<file path="src/include/ocd_pkg.sv">
// ocd_pkg: constants, register map and carrier types of the outside-window detector
// assumes byte-wide registers reached over a plain strobe port on mclk
package ocd_pkg;

  // ------------------------------------------------------------------
  // register offsets
  // ------------------------------------------------------------------
  localparam logic [7:0] OCD_ADDR_STATUS   = 8'h2D;
  localparam logic [7:0] OCD_ADDR_CONFIG   = 8'h40;
  localparam logic [7:0] OCD_ADDR_UTH_LO   = 8'h41;
  localparam logic [7:0] OCD_ADDR_UTH_HI   = 8'h42;
  localparam logic [7:0] OCD_ADDR_LTH_LO   = 8'h43;
  localparam logic [7:0] OCD_ADDR_LTH_HI   = 8'h44;
  localparam logic [7:0] OCD_ADDR_DBCNT    = 8'h45;
  localparam logic [7:0] OCD_ADDR_IRQ_STAT = 8'h46;
  localparam logic [7:0] OCD_ADDR_IRQ_MASK = 8'h47;

  // ------------------------------------------------------------------
  // field positions
  // ------------------------------------------------------------------
  localparam int OCD_ST_ACTIVE   = 7;
  localparam int OCD_CFG_EN_LSB  = 0;
  localparam int OCD_CFG_LATCH   = 3;
  localparam int OCD_CFG_REL     = 4;
  localparam int OCD_CFG_WAKE    = 5;
  localparam int OCD_IRQ_ACTIVE  = 0;
  localparam int OCD_IRQ_CAPTURE = 1;

  // ------------------------------------------------------------------
  // reset values
  // ------------------------------------------------------------------
  localparam logic [7:0]  OCD_RST_STATUS = 8'h00;
  localparam logic [5:0]  OCD_RST_CONFIG = 6'h00;
  localparam logic [11:0] OCD_RST_UTH    = 12'h7FF;
  localparam logic [11:0] OCD_RST_LTH    = 12'h800;
  localparam logic [7:0]  OCD_RST_DBCNT  = 8'h00;
  localparam logic [1:0]  OCD_RST_IRQ    = 2'h0;

  // ------------------------------------------------------------------
  // types
  // ------------------------------------------------------------------
  // index 2 is x, 1 is y, 0 is z
  typedef logic [2:0][11:0] ocd_axes_t;

  typedef struct packed {
    logic      valid;
    ocd_axes_t data;
  } ocd_sample_t;

  typedef struct packed {
    logic [7:0] addr;
    logic [7:0] wdata;
    logic       wr;
    logic       rd;
  } ocd_req_t;

  typedef struct packed {
    logic       wake;
    logic       rel_mode;
    logic       latch;
    logic [2:0] axis_en;
  } ocd_cfg_t;

  function automatic logic signed [12:0] ocd_sext13(input logic [11:0] v);
    ocd_sext13 = $signed({v[11], v});
  endfunction : ocd_sext13

endpackage : ocd_pkg

</file>
<file path="src/verilog/ocd_axis_cmp.sv">
// ocd_axis_cmp: window compare of one axis value, a value equal to either threshold counts as outside
// assumes value and thresholds share the same signed 13-bit scale
`timescale 1ns/100ps
module ocd_axis_cmp (
  input  wire logic signed [12:0] value,
  input  wire logic signed [12:0] upper,
  input  wire logic signed [12:0] lower,
  input  wire logic               enable,
  output logic                    outside,
  output logic                    above
);
  import ocd_pkg::*;

  // ------------------------------------------------------------------
  // compare
  // ------------------------------------------------------------------
  always_comb begin
    above   = (value >= upper);
    outside = enable & ((value >= upper) | (value <= lower));
  end

endmodule : ocd_axis_cmp

</file>
<file path="src/verilog/ocd_debounce.sv">
// ocd_debounce: counts sample periods for which a condition holds
// assumes tick is a one-cycle pulse per output sample on the same clock
`timescale 1ns/100ps
module ocd_debounce (
  input  wire logic       mclk,
  input  wire logic       rst_b,
  input  wire logic       tick,
  input  wire logic       cond,
  input  wire logic [7:0] limit,
  output logic            hit
);
  import ocd_pkg::*;

  typedef struct packed {
    logic [7:0] cnt;
  } ocd_deb_state_t;

  ocd_deb_state_t state;
  ocd_deb_state_t next_state;

  // ------------------------------------------------------------------
  // periods counted include the current one
  // ------------------------------------------------------------------
  always_comb begin
    next_state = state;
    hit        = cond & (({1'b0, state.cnt} + 9'h001) >= {1'b0, limit});
    if (tick) begin
      if (!cond) begin
        next_state.cnt = 8'h00;
      end else if (state.cnt != 8'hFF) begin
        next_state.cnt = state.cnt + 8'h01;
      end
    end
  end

  always_ff @(posedge mclk or negedge rst_b) begin
    if (!rst_b) begin
      state <= '0;
    end else begin
      state <= next_state;
    end
  end

endmodule : ocd_debounce

</file>
<file path="src/verilog/ocd_top.sv">
// ocd_top: outside-of-window event detector for three acceleration axes
// assumes one sample strobe per output sample, same clock, and a byte
// register port whose read data appear the cycle after the read strobe
`timescale 1ns/100ps
module ocd_top (
  input  wire logic                 mclk,
  input  wire logic                 rst_b,
  input  wire ocd_pkg::ocd_sample_t sample,
  input  wire ocd_pkg::ocd_req_t    req,
  output logic [7:0]                rdata,
  output logic                      irq,
  output logic                      sleep_timer_restart,
  output logic                      outside_window_active
);
  import ocd_pkg::*;

  // ------------------------------------------------------------------
  // state
  // ------------------------------------------------------------------
  typedef struct packed {
    ocd_cfg_t   cfg;
    logic [11:0] uth;
    logic [11:0] lth;
    logic [7:0]  dbcnt;
    ocd_axes_t   prev;
    logic [2:0]  flag;
    logic [2:0]  pol;
    logic        active;
    logic [1:0]  irq_stat;
    logic [1:0]  irq_mask;
    logic [7:0]  rdata;
    logic        irq;
    logic        wake_pulse;
  } ocd_top_state_t;

  ocd_top_state_t state;
  ocd_top_state_t next_state;

  logic signed [2:0][12:0] value;
  logic [2:0]              outside;
  logic [2:0]              above;
  logic                    any_outside;
  logic                    deb_hit;

  // ------------------------------------------------------------------
  // status byte assembly
  // ------------------------------------------------------------------
  function automatic logic [7:0] ocd_status_byte(
    input logic       act,
    input logic [2:0] flg,
    input logic [2:0] pl
  );
    logic [7:0] b;
    b = OCD_RST_STATUS;
    b[OCD_ST_ACTIVE] = act;
    for (int i = 0; i < 3; i++) begin
      b[2 * i + 1] = flg[i];
      b[2 * i]     = pl[i];
    end
    ocd_status_byte = b;
  endfunction : ocd_status_byte

  // ------------------------------------------------------------------
  // axis values and comparators
  // ------------------------------------------------------------------
  always_comb begin
    for (int i = 0; i < 3; i++) begin
      if (state.cfg.rel_mode) begin
        value[i] = ocd_sext13(sample.data[i]) - ocd_sext13(state.prev[i]);
      end else begin
        value[i] = ocd_sext13(sample.data[i]);
      end
    end
  end

  for (genvar g = 0; g < 3; g++) begin : g_axis
    ocd_axis_cmp u_cmp (
      .value   (value[g]),
      .upper   (ocd_sext13(state.uth)),
      .lower   (ocd_sext13(state.lth)),
      .enable  (state.cfg.axis_en[g]),
      .outside (outside[g]),
      .above   (above[g])
    );
  end

  assign any_outside = |outside;

  // ------------------------------------------------------------------
  // debounce
  // ------------------------------------------------------------------
  ocd_debounce u_deb (
    .mclk  (mclk),
    .rst_b (rst_b),
    .tick  (sample.valid),
    .cond  (any_outside),
    .limit (state.dbcnt),
    .hit   (deb_hit)
  );

  // ------------------------------------------------------------------
  // next state
  // ------------------------------------------------------------------
  always_comb begin
    logic [2:0] set_flag;
    logic [2:0] newly;
    logic [1:0] ev;
    logic       status_rd;
    set_flag   = 3'h0;
    newly      = 3'h0;
    ev         = 2'h0;
    status_rd  = req.rd && (req.addr == OCD_ADDR_STATUS);
    next_state = state;
    next_state.wake_pulse = 1'b0;

    // register writes
    if (req.wr) begin
      if (req.addr == OCD_ADDR_CONFIG) begin
        next_state.cfg = req.wdata[5:0];
      end else if (req.addr == OCD_ADDR_UTH_LO) begin
        next_state.uth[7:0] = req.wdata;
      end else if (req.addr == OCD_ADDR_UTH_HI) begin
        next_state.uth[11:8] = req.wdata[3:0];
      end else if (req.addr == OCD_ADDR_LTH_LO) begin
        next_state.lth[7:0] = req.wdata;
      end else if (req.addr == OCD_ADDR_LTH_HI) begin
        next_state.lth[11:8] = req.wdata[3:0];
      end else if (req.addr == OCD_ADDR_DBCNT) begin
        next_state.dbcnt = req.wdata;
      end else if (req.addr == OCD_ADDR_IRQ_STAT) begin
        next_state.irq_stat = state.irq_stat & ~req.wdata[1:0];
      end else if (req.addr == OCD_ADDR_IRQ_MASK) begin
        next_state.irq_mask = req.wdata[1:0];
      end
    end

    // latched flags cleared by a status read; a same-cycle set wins below
    if (status_rd && state.cfg.latch) begin
      next_state.flag = 3'h0;
    end

    // per-sample evaluation
    if (sample.valid) begin
      next_state.prev   = sample.data;
      next_state.active = deb_hit;
      if (deb_hit) begin
        set_flag = outside;
        if (state.cfg.latch) begin
          newly           = outside & ~state.flag;
          next_state.flag = next_state.flag | outside;
        end else begin
          newly           = outside & ~state.flag;
          next_state.flag = outside;
        end
        for (int i = 0; i < 3; i++) begin
          if (newly[i]) begin
            next_state.pol[i] = above[i];
          end
        end
        if (state.cfg.wake) begin
          next_state.wake_pulse = 1'b1;
        end
      end
      ev[OCD_IRQ_ACTIVE]  = deb_hit & ~state.active;
      ev[OCD_IRQ_CAPTURE] = |set_flag;
    end

    // sticky events, set wins over a write-one clear
    next_state.irq_stat = next_state.irq_stat | ev;
    next_state.irq      = |(next_state.irq_stat & next_state.irq_mask);

    // read data, one cycle after the strobe
    next_state.rdata = 8'h00;
    if (req.rd) begin
      if (req.addr == OCD_ADDR_STATUS) begin
        next_state.rdata = ocd_status_byte(state.active, state.flag, state.pol);
      end else if (req.addr == OCD_ADDR_CONFIG) begin
        next_state.rdata = {2'b00, state.cfg};
      end else if (req.addr == OCD_ADDR_UTH_LO) begin
        next_state.rdata = state.uth[7:0];
      end else if (req.addr == OCD_ADDR_UTH_HI) begin
        next_state.rdata = {4'h0, state.uth[11:8]};
      end else if (req.addr == OCD_ADDR_LTH_LO) begin
        next_state.rdata = state.lth[7:0];
      end else if (req.addr == OCD_ADDR_LTH_HI) begin
        next_state.rdata = {4'h0, state.lth[11:8]};
      end else if (req.addr == OCD_ADDR_DBCNT) begin
        next_state.rdata = state.dbcnt;
      end else if (req.addr == OCD_ADDR_IRQ_STAT) begin
        next_state.rdata = {6'h00, state.irq_stat};
      end else if (req.addr == OCD_ADDR_IRQ_MASK) begin
        next_state.rdata = {6'h00, state.irq_mask};
      end
    end
  end

  // ------------------------------------------------------------------
  // registers
  // ------------------------------------------------------------------
  always_ff @(posedge mclk or negedge rst_b) begin
    if (!rst_b) begin
      state          <= '0;
      state.cfg      <= OCD_RST_CONFIG;
      state.uth      <= OCD_RST_UTH;
      state.lth      <= OCD_RST_LTH;
      state.dbcnt    <= OCD_RST_DBCNT;
      state.irq_stat <= OCD_RST_IRQ;
      state.irq_mask <= OCD_RST_IRQ;
    end else begin
      state <= next_state;
    end
  end

  // ------------------------------------------------------------------
  // outputs
  // ------------------------------------------------------------------
  assign rdata                 = state.rdata;
  assign irq                   = state.irq;
  assign sleep_timer_restart   = state.wake_pulse;
  assign outside_window_active = state.active;

endmodule : ocd_top

</file>
<file path="config.mk">
export PLATFORM = sky130hd
export DESIGN_NAME = ocd_top
export DESIGN_NICKNAME = d
export VERILOG_FILES = /design/src/include/ocd_pkg.sv /design/src/verilog/ocd_axis_cmp.sv /design/src/verilog/ocd_debounce.sv /design/src/verilog/ocd_top.sv
export SDC_FILE = /design/constraint.sdc
export NUM_CORES = 1
export LEC_CHECK = 0
export BUFFER_PORTS_ARGS = -buffer_cell sky130_fd_sc_hd__buf_2
export CORE_MARGIN = 1
export CORE_UTILIZATION = 56
export DETAILED_ROUTE_END_ITERATION = 8
export HOLD_SLACK_MARGIN = 0.08
export PLACE_DENSITY = 0.82
export RECOVER_POWER = 100
export SLEW_MARGIN = 40
export SYNTH_ARGS = -nofsm -noshare
export SYNTH_HDL_FRONTEND = slang
export SYNTH_SLANG_ARGS = --single-unit
</file>
<file path="constraint.sdc">
create_clock -name mclk -period 4.1 [get_ports mclk]
set_input_delay 0.82 -clock mclk [delete_from_list [all_inputs] [get_ports mclk]]
set_output_delay 0.82 -clock mclk [all_outputs]
set_load 0.005 [all_outputs]
</file>
==> results_dict.tcl, run 1 <==
set metrics [dict create \
    cts_inserted_buffers 9 \
    stdcell_count 1386 \
    grt_overflow 0 \
    via_per_inst 6.26 \
    clk_pin_slew_worst_paths_ns 0.07 \
    status "complete, but fails checks" \
    yosysWarnings 0 \
    min_path_type "flip-flop to flip-flop" \
    grt_pass1_wl_um 41100 \
    synth_cell_types 73 \
    ios 68 \
    ctsHoldBuffers 0 \
    synth_edf_count 0 \
    final_layout_size_suffix_gt1_share_pct 32.4 \
    syn_area_per_cell_um2 8.67 \
    wl_per_cell_um 19.4 \
    syn_area_um2 8560 \
    syn_nets 1170 \
    whs_path_depth 2 \
    cts_tree "done" \
    min_period_over_period_pct 117 \
    ir_worst_vdd_mv 0.271 \
    synth_seq_area_share_pct 30.3 \
    nets 1380 \
    first_pass_iters 8 \
    drv_slew 47 \
    cts_buffer_depth 2 \
    required_ns 4.33 \
    cellPowerDensity_nw_per_um2 300 \
    drcViolationCount 3 \
    fp.dieH_um 126 \
    violations "design-rule violations, max-capacitance violations, max-slew violations, negative setup slack" \
    n_antenna_cell 0 \
    synth_xor_area_share_pct 2.76 \
    die_w_um 126 \
    setup_ws_ns -0.696 \
    start_util_pct 58.2 \
    syn_to_final_growth_pct 28.4 \
    core_area_um2 14700 \
    row_count 44 \
    synth_mux_area_share_pct 7.03 \
    htreeDepth 3 \
    worstSkewPairLatency_ns 0.37 \
    antenna_found_initial 0 \
    ant_nets 0 \
    synthFlopType "dfrtp_1" \
    finalSetupViolCount 19 \
    finalCriticalPeriod_ns 4.80 \
    grt_max_degree 83 \
    p_leak_uw 0.00524 \
    synth_adder_area_share_pct 18.7 \
    die_area_um2 15800 \
    hold_viol 0 \
    cap_viol_max_count 1 \
    first_global_vias 8609 \
    wl_um 26800 \
    timing.fmax_ghz 0.208 \
    gp_congestion 0.922 \
    clock_skew_ns 0.0126 \
    synth-simple-area-share_pct 15.8 \
    synth-seq-cells 103 \
    synth_top_family_by_area "adder cells" \
    worstMarginPinSlew_ns 2.73 \
    numPlacedInstances 1335 \
    crit_fanout 7 \
    maxSlewHeadroom_pct -82.3 \
    final_area_um2 11000 \
    synthCells 987 \
    fin_hold_ws_ns 0.490 \
    final_util_pct 74.8 \
    dr.first_iter.drc_count 957 \
    root_buffer "clkbuf_16" \
    portBuffers 67 \
    cts.sinks 103 \
    async_flop_share_pct 100 \
    critPathCaptureType "flip-flop" \
    via_count 8679 \
    p_total_uw 3290 \
    critPathArrivalTime_ns 5.03 \
    worst_setup_path_start_kind "primary input" \
    hpwl_um 17400 \
    critPathKind "primary input to flip-flop" \
    postPlaceCellArea_um2 10100 \
    rsz0062_at_grt "true" \
    track_usage_pct 32.9 \
    r2r_cells 22 \
    synth_compound_area_share_pct 18.6 \
]
metrics by stage:
| stage | TNS [ns] | setup slack [ns] |
|---|---|---|
| CTS | -12.48 | -0.785 |
| global placement | -17.13 | -1.08 |
| finish | -11.73 | -0.696 |
| floorplan | -7.44 | -0.535 |
| global route | -14.95 | -0.862 |
| detailed placement | -19.90 | -1.25 |
layout by cell type (no fill, tap or decap), drive strengths merged, types with 3 or more instances in the layout:
cell type	count
buf	231
nand3b	3
nor3	24
a21oi	55
or3	5
and3	10
nor3b	3
o21ai	106
o31ai	11
o21a	6
inv	109
nor2	46
clkbuf	13
o211ai	10
a21o	10
a21boi	8
and2	3
nor2b	13
dfrtp	91
nand4	15
ha	123
xor2	10
nand2b	8
a31oi	5
a211oi	7
nand2	108
xnor2	17
o221ai	6
mux2i	5
fa	3
nand3	27
a22oi	5
dfstp	12
mux2	47
o21bai	5
a32oi	3
where the power goes:
group	internal, uW	switching, uW	total, uW
Sequential	1110	92.1	1200
Combinational	583	628	1210
Clock	430	448	878
per-layer routing:
metal  vias up  global-route usage [%]  share of wire [%]
li1       3949                       -                  -
met1      4033                    39.8                 38
met2       529                    54.5                 47
met3       168                    7.69                9.6
met4         0                    17.9                5.5
met5         -                       0                  0
synthesized netlist by cell type, types with 13 or more instances:
master      n  area [um2]
a21oi_1    55         275
clkbuf_1   20        75.1
dfrtp_1    91        2280
ha_1      123        1540
inv_1     105         394
mux2_2     47         529
nand2_1   108         405
nand3_1    27         135
nand4_1    15        93.8
nor2_1     46         173
nor2b_1    13        81.3
nor3_1     24         120
o21ai_0   104         521
xnor2_1    17         149
worst paths after layout:
kind	from	slack (ns)	to
worst max-delay path	sample[24]	-0.70	u_deb.state[2]$_DFFE_PN0P_
worst min-delay path	state[86]$_DFFE_PN1P_	0.49	state[86]$_DFFE_PN1P_
worst max register to register	state[45]$_DFFE_PN0P_	-0.54	u_deb.state[2]$_DFFE_PN0P_
worst min register to register	state[86]$_DFFE_PN1P_	0.49	state[86]$_DFFE_PN1P_
max in group asynchronous	rst_b	0.90	state[18]$_DFF_PN0_
min in group asynchronous	rst_b	1.32	state[33]$_DFFE_PN0P_
logic make-up (layout without fill, tap and decap cells):
kind of cell               Yosys count  after routing
and+or+nand+nor                    280            280
buffers and inverters              140            355
muxes                               53             53
adders and majority gates          126            126
DFF                                103            103
AOI/OAI and AO/OA                  258            258
xor gates and xnor gates            27             27
worst max-delay path: stages:
cell and delay [ns]:
buf_12 0.11, inv_12 0.04, ha_4 0.12, fa_2 0.20, nor2b_1 0.05, o21ai_1 0.22
a21oi_2 0.10, o21ai_2 0.15, a21boi_2 0.09, o211ai_1 0.31, a21boi_2 0.13, a221oi_2 0.30
ha_1 0.30, a22o_1 0.22, or4_4 0.45, o32ai_2 0.20, o211ai_1 0.17, o41ai_2 0.24
buf_4 0.19, nand2_4 0.05, buf_6 0.14, buf_6 0.12, o21ai_1 0.18, o221ai_2 0.12
area by class of cell:
cell class,instances,area [um2]
Sequential cell,103,2590
Clock inverter,6,61.3
Inverter,105,422
Timing Repair Buffer,234,1640
Fill cell,946,3710
Multi-Input combinational cell,744,5820
Clock buffer,10,229
Tap cell,184,230
state kept, by name (all words and copies together), names as in the netlist:
| name | cells |
|---|---|
| rdata | 8 |
| irq | 1 |
| outside_window_active | 1 |
| state | 84 |
| u_deb.state | 8 |
| sleep_timer_restart | 1 |
what timing repair did:
item                       CTS  global route
pin swaps                   55            38
setup endpoints to repair   19            19
buffers inserted            26            10
gates resized for setup     53            34
Power figures use the tool's default switching activity.
==> run 2: changes to the inputs <==
Settings changed: CORE_ASPECT_RATIO set to 0.6, CORE_UTILIZATION 56 to 45, PLACE_DENSITY 0.82 to 0.69.
==> results_dict.tcl, run 2 (synthesized netlist as in run 1, its figures left out) <==
set metrics [dict create \
    status "complete, but fails checks" \
    violations "max-capacitance violations, max-slew violations, negative setup slack" \
    hold_viol 0 \
    whs_path_depth 2 \
    p_leak_uw 0.00523 \
    ios 68 \
    syn_to_final_growth_pct 29.3 \
    core_area_um2 18400 \
    rsz0062_at_grt "true" \
    cts_tree "done" \
    gp_congestion 0.952 \
    numPlacedInstances 1407 \
    critPathArrivalTime_ns 4.97 \
    critPathKind "primary input to flip-flop" \
    timing.fmax_ghz 0.212 \
    holdPathEnd "state[85]$_DFFE_PN1P_" \
    min_from "state[85]$_DFFE_PN1P_" \
    reg2reg_to "u_deb.state[1]$_DFFE_PN0P_" \
    start_util_pct 46.6 \
    crit_path_frequent_cell "o211ai_1" \
    top_register "state" \
    antenna_found_initial 0 \
    min_period_over_period_pct 115 \
    first_global_vias 7527 \
    cts_inserted_buffers 9 \
    via_per_inst 5.61 \
    wl_um 25100 \
    grt_pass1_wl_um 39300 \
    portBuffers 67 \
    clock_skew_ns 0.0166 \
    ant_nets 0 \
    dr.first_iter.drc_count 652 \
    finalSetupViolCount 19 \
    cap_viol_max_count 1 \
    crit_fanout 5 \
    worst_setup_path_start_kind "primary input" \
    critPathSlowestCell "or4_4" \
    drv_slew 75 \
    n_antenna_cell 0 \
    ir_worst_vdd_mv 0.203 \
    stdcell_count 1451 \
    required_ns 4.35 \
    die_area_um2 19600 \
    worstSkewPairLatency_ns 0.37 \
    r2r-start "state[45]$_DFFE_PN0P_" \
    cellPowerDensity_nw_per_um2 293 \
    final_area_um2 11100 \
    clk_pin_slew_worst_paths_ns 0.08 \
    setup_ws_ns -0.616 \
    layout_common_cells "buf_4, ha_1, nand2_1" \
    crit_chain "buf_12 > inv_12 > ha_4 > fa_2 > nor2b_2 > o21ai_2 > a21oi_2 > o21ai_2 > a21boi_2 > o211ai_1 > a21boi_2 > a221oi_2 > ha_1 > a22o_1 > or4_4 > o32ai_2 > o211ai_1 > o41ai_2 > nand2_2 > buf_6 > o211ai_4 > o211ai_1" \
    critPathCaptureType "flip-flop" \
    reg2reg_slack_ns -0.49 \
    grt_max_degree 75 \
    cts.sinks 103 \
    fp.dieH_um 109 \
    die_w_um 180 \
    final_layout_size_suffix_gt1_share_pct 31.7 \
    ctsHoldBuffers 0 \
    grt_overflow 0 \
    drcViolationCount 0 \
    cp_slowest_stage_delay_ns 0.41 \
    postPlaceCellArea_um2 10200 \
    via_count 8136 \
    htreeDepth 3 \
    min_path_type "flip-flop to flip-flop" \
    maxSlewHeadroom_pct -27.6 \
    r2r_cells 20 \
    wl_per_cell_um 17.3 \
    row_count 38 \
    hpwl_um 19300 \
    p_total_uw 3240 \
    worstMarginPinSlew_ns 1.91 \
    final_common_cell "buf_4" \
    finalCriticalPeriod_ns 4.72 \
    final_util_pct 60.3 \
    largest_register_ffs 84 \
    nets 1389 \
    cts_buffer_depth 2 \
    fin_hold_ws_ns 0.488 \
    root_buffer "clkbuf_16" \
    track_usage_pct 25.8 \
    first_pass_iters 5 \
]
## run 2: changes by cell type in the layout (fill, tap and decap cells not counted), moves of 3 or more
| cell | previous run | this run |
|---|---|---|
| nor3_2 | 7 | 4 |
| buf_2 | 63 | 57 |
| nor3_1 | 15 | 19 |
| buf_4 | 160 | 166 |
| clkbuf_1 | 2 | 9 |
## run 2: worst max path at each step
stage               slack (ns)                                 to  startpoint  depth (start not counted)
global route             -0.83         u_deb.state[1]$_DFFE_PN0P_  sample[24]                         22
detailed placement       -1.28  outside_window_active$_DFFE_PN0P_  sample[24]                         22
floorplan                -0.53         u_deb.state[2]$_DFFE_PN0P_  sample[24]                         21
CTS                      -0.75         u_deb.state[5]$_DFFE_PN0P_  sample[24]                         22
global placement         -1.11  outside_window_active$_DFFE_PN0P_  sample[24]                         22
finish                   -0.62         u_deb.state[1]$_DFFE_PN0P_  sample[24]                         22
## run 2: power by group
| part | leakage (uW) | switching, uW | internal (uW) |
|---|---|---|---|
| Combinational | 0.00380 | 597 | 581 |
| Sequential | 0.00130 | 76.5 | 1110 |
| Clock | 0.000137 | 448 | 425 |
## run 2: routing by layer
layer	track usage [%]	part of all wire, %
met5	0	0
met4	4.95	1.0
met3	6.78	7.6
met2	38.1	41
met1	37.8	50
## run 2: timing repair
action / in CTS / in global routing
resized for setup: 41 / 41
pin swaps: 34 / 52
endpoints found under the setup margin: 19 / 19
gates cloned: 1 / 0
setup buffers: 18 / 11
## run 2: cell type report
type	instances	area [um2]
Clock inverter	7	65.1
Sequential cell	103	2590
Fill cell	1581	7280
Tap cell	240	300
Clock buffer	9	225
Inverter	105	422
Timing Repair Buffer	243	1710
Multi-Input combinational cell	744	5750
## run 2: worst max-delay path, delay by kind of cell
family / cells / cell delay [ns]
compound gates: 13 / 2.38
fa+ha+maj: 3 / 0.83
buf+inv: 3 / 0.29
simple gates: 3 / 0.66
## run 2: metrics by stage
step | setup slack (ns) | TNS, ns
2_1_floorplan | -0.535 | -7.44
3_3_place_gp | -1.11 | -19.24
3_5_place_dp | -1.28 | -21.85
4_1_cts | -0.749 | -12.15
5_1_grt | -0.830 | -14.25
6_report | -0.616 | -10.23
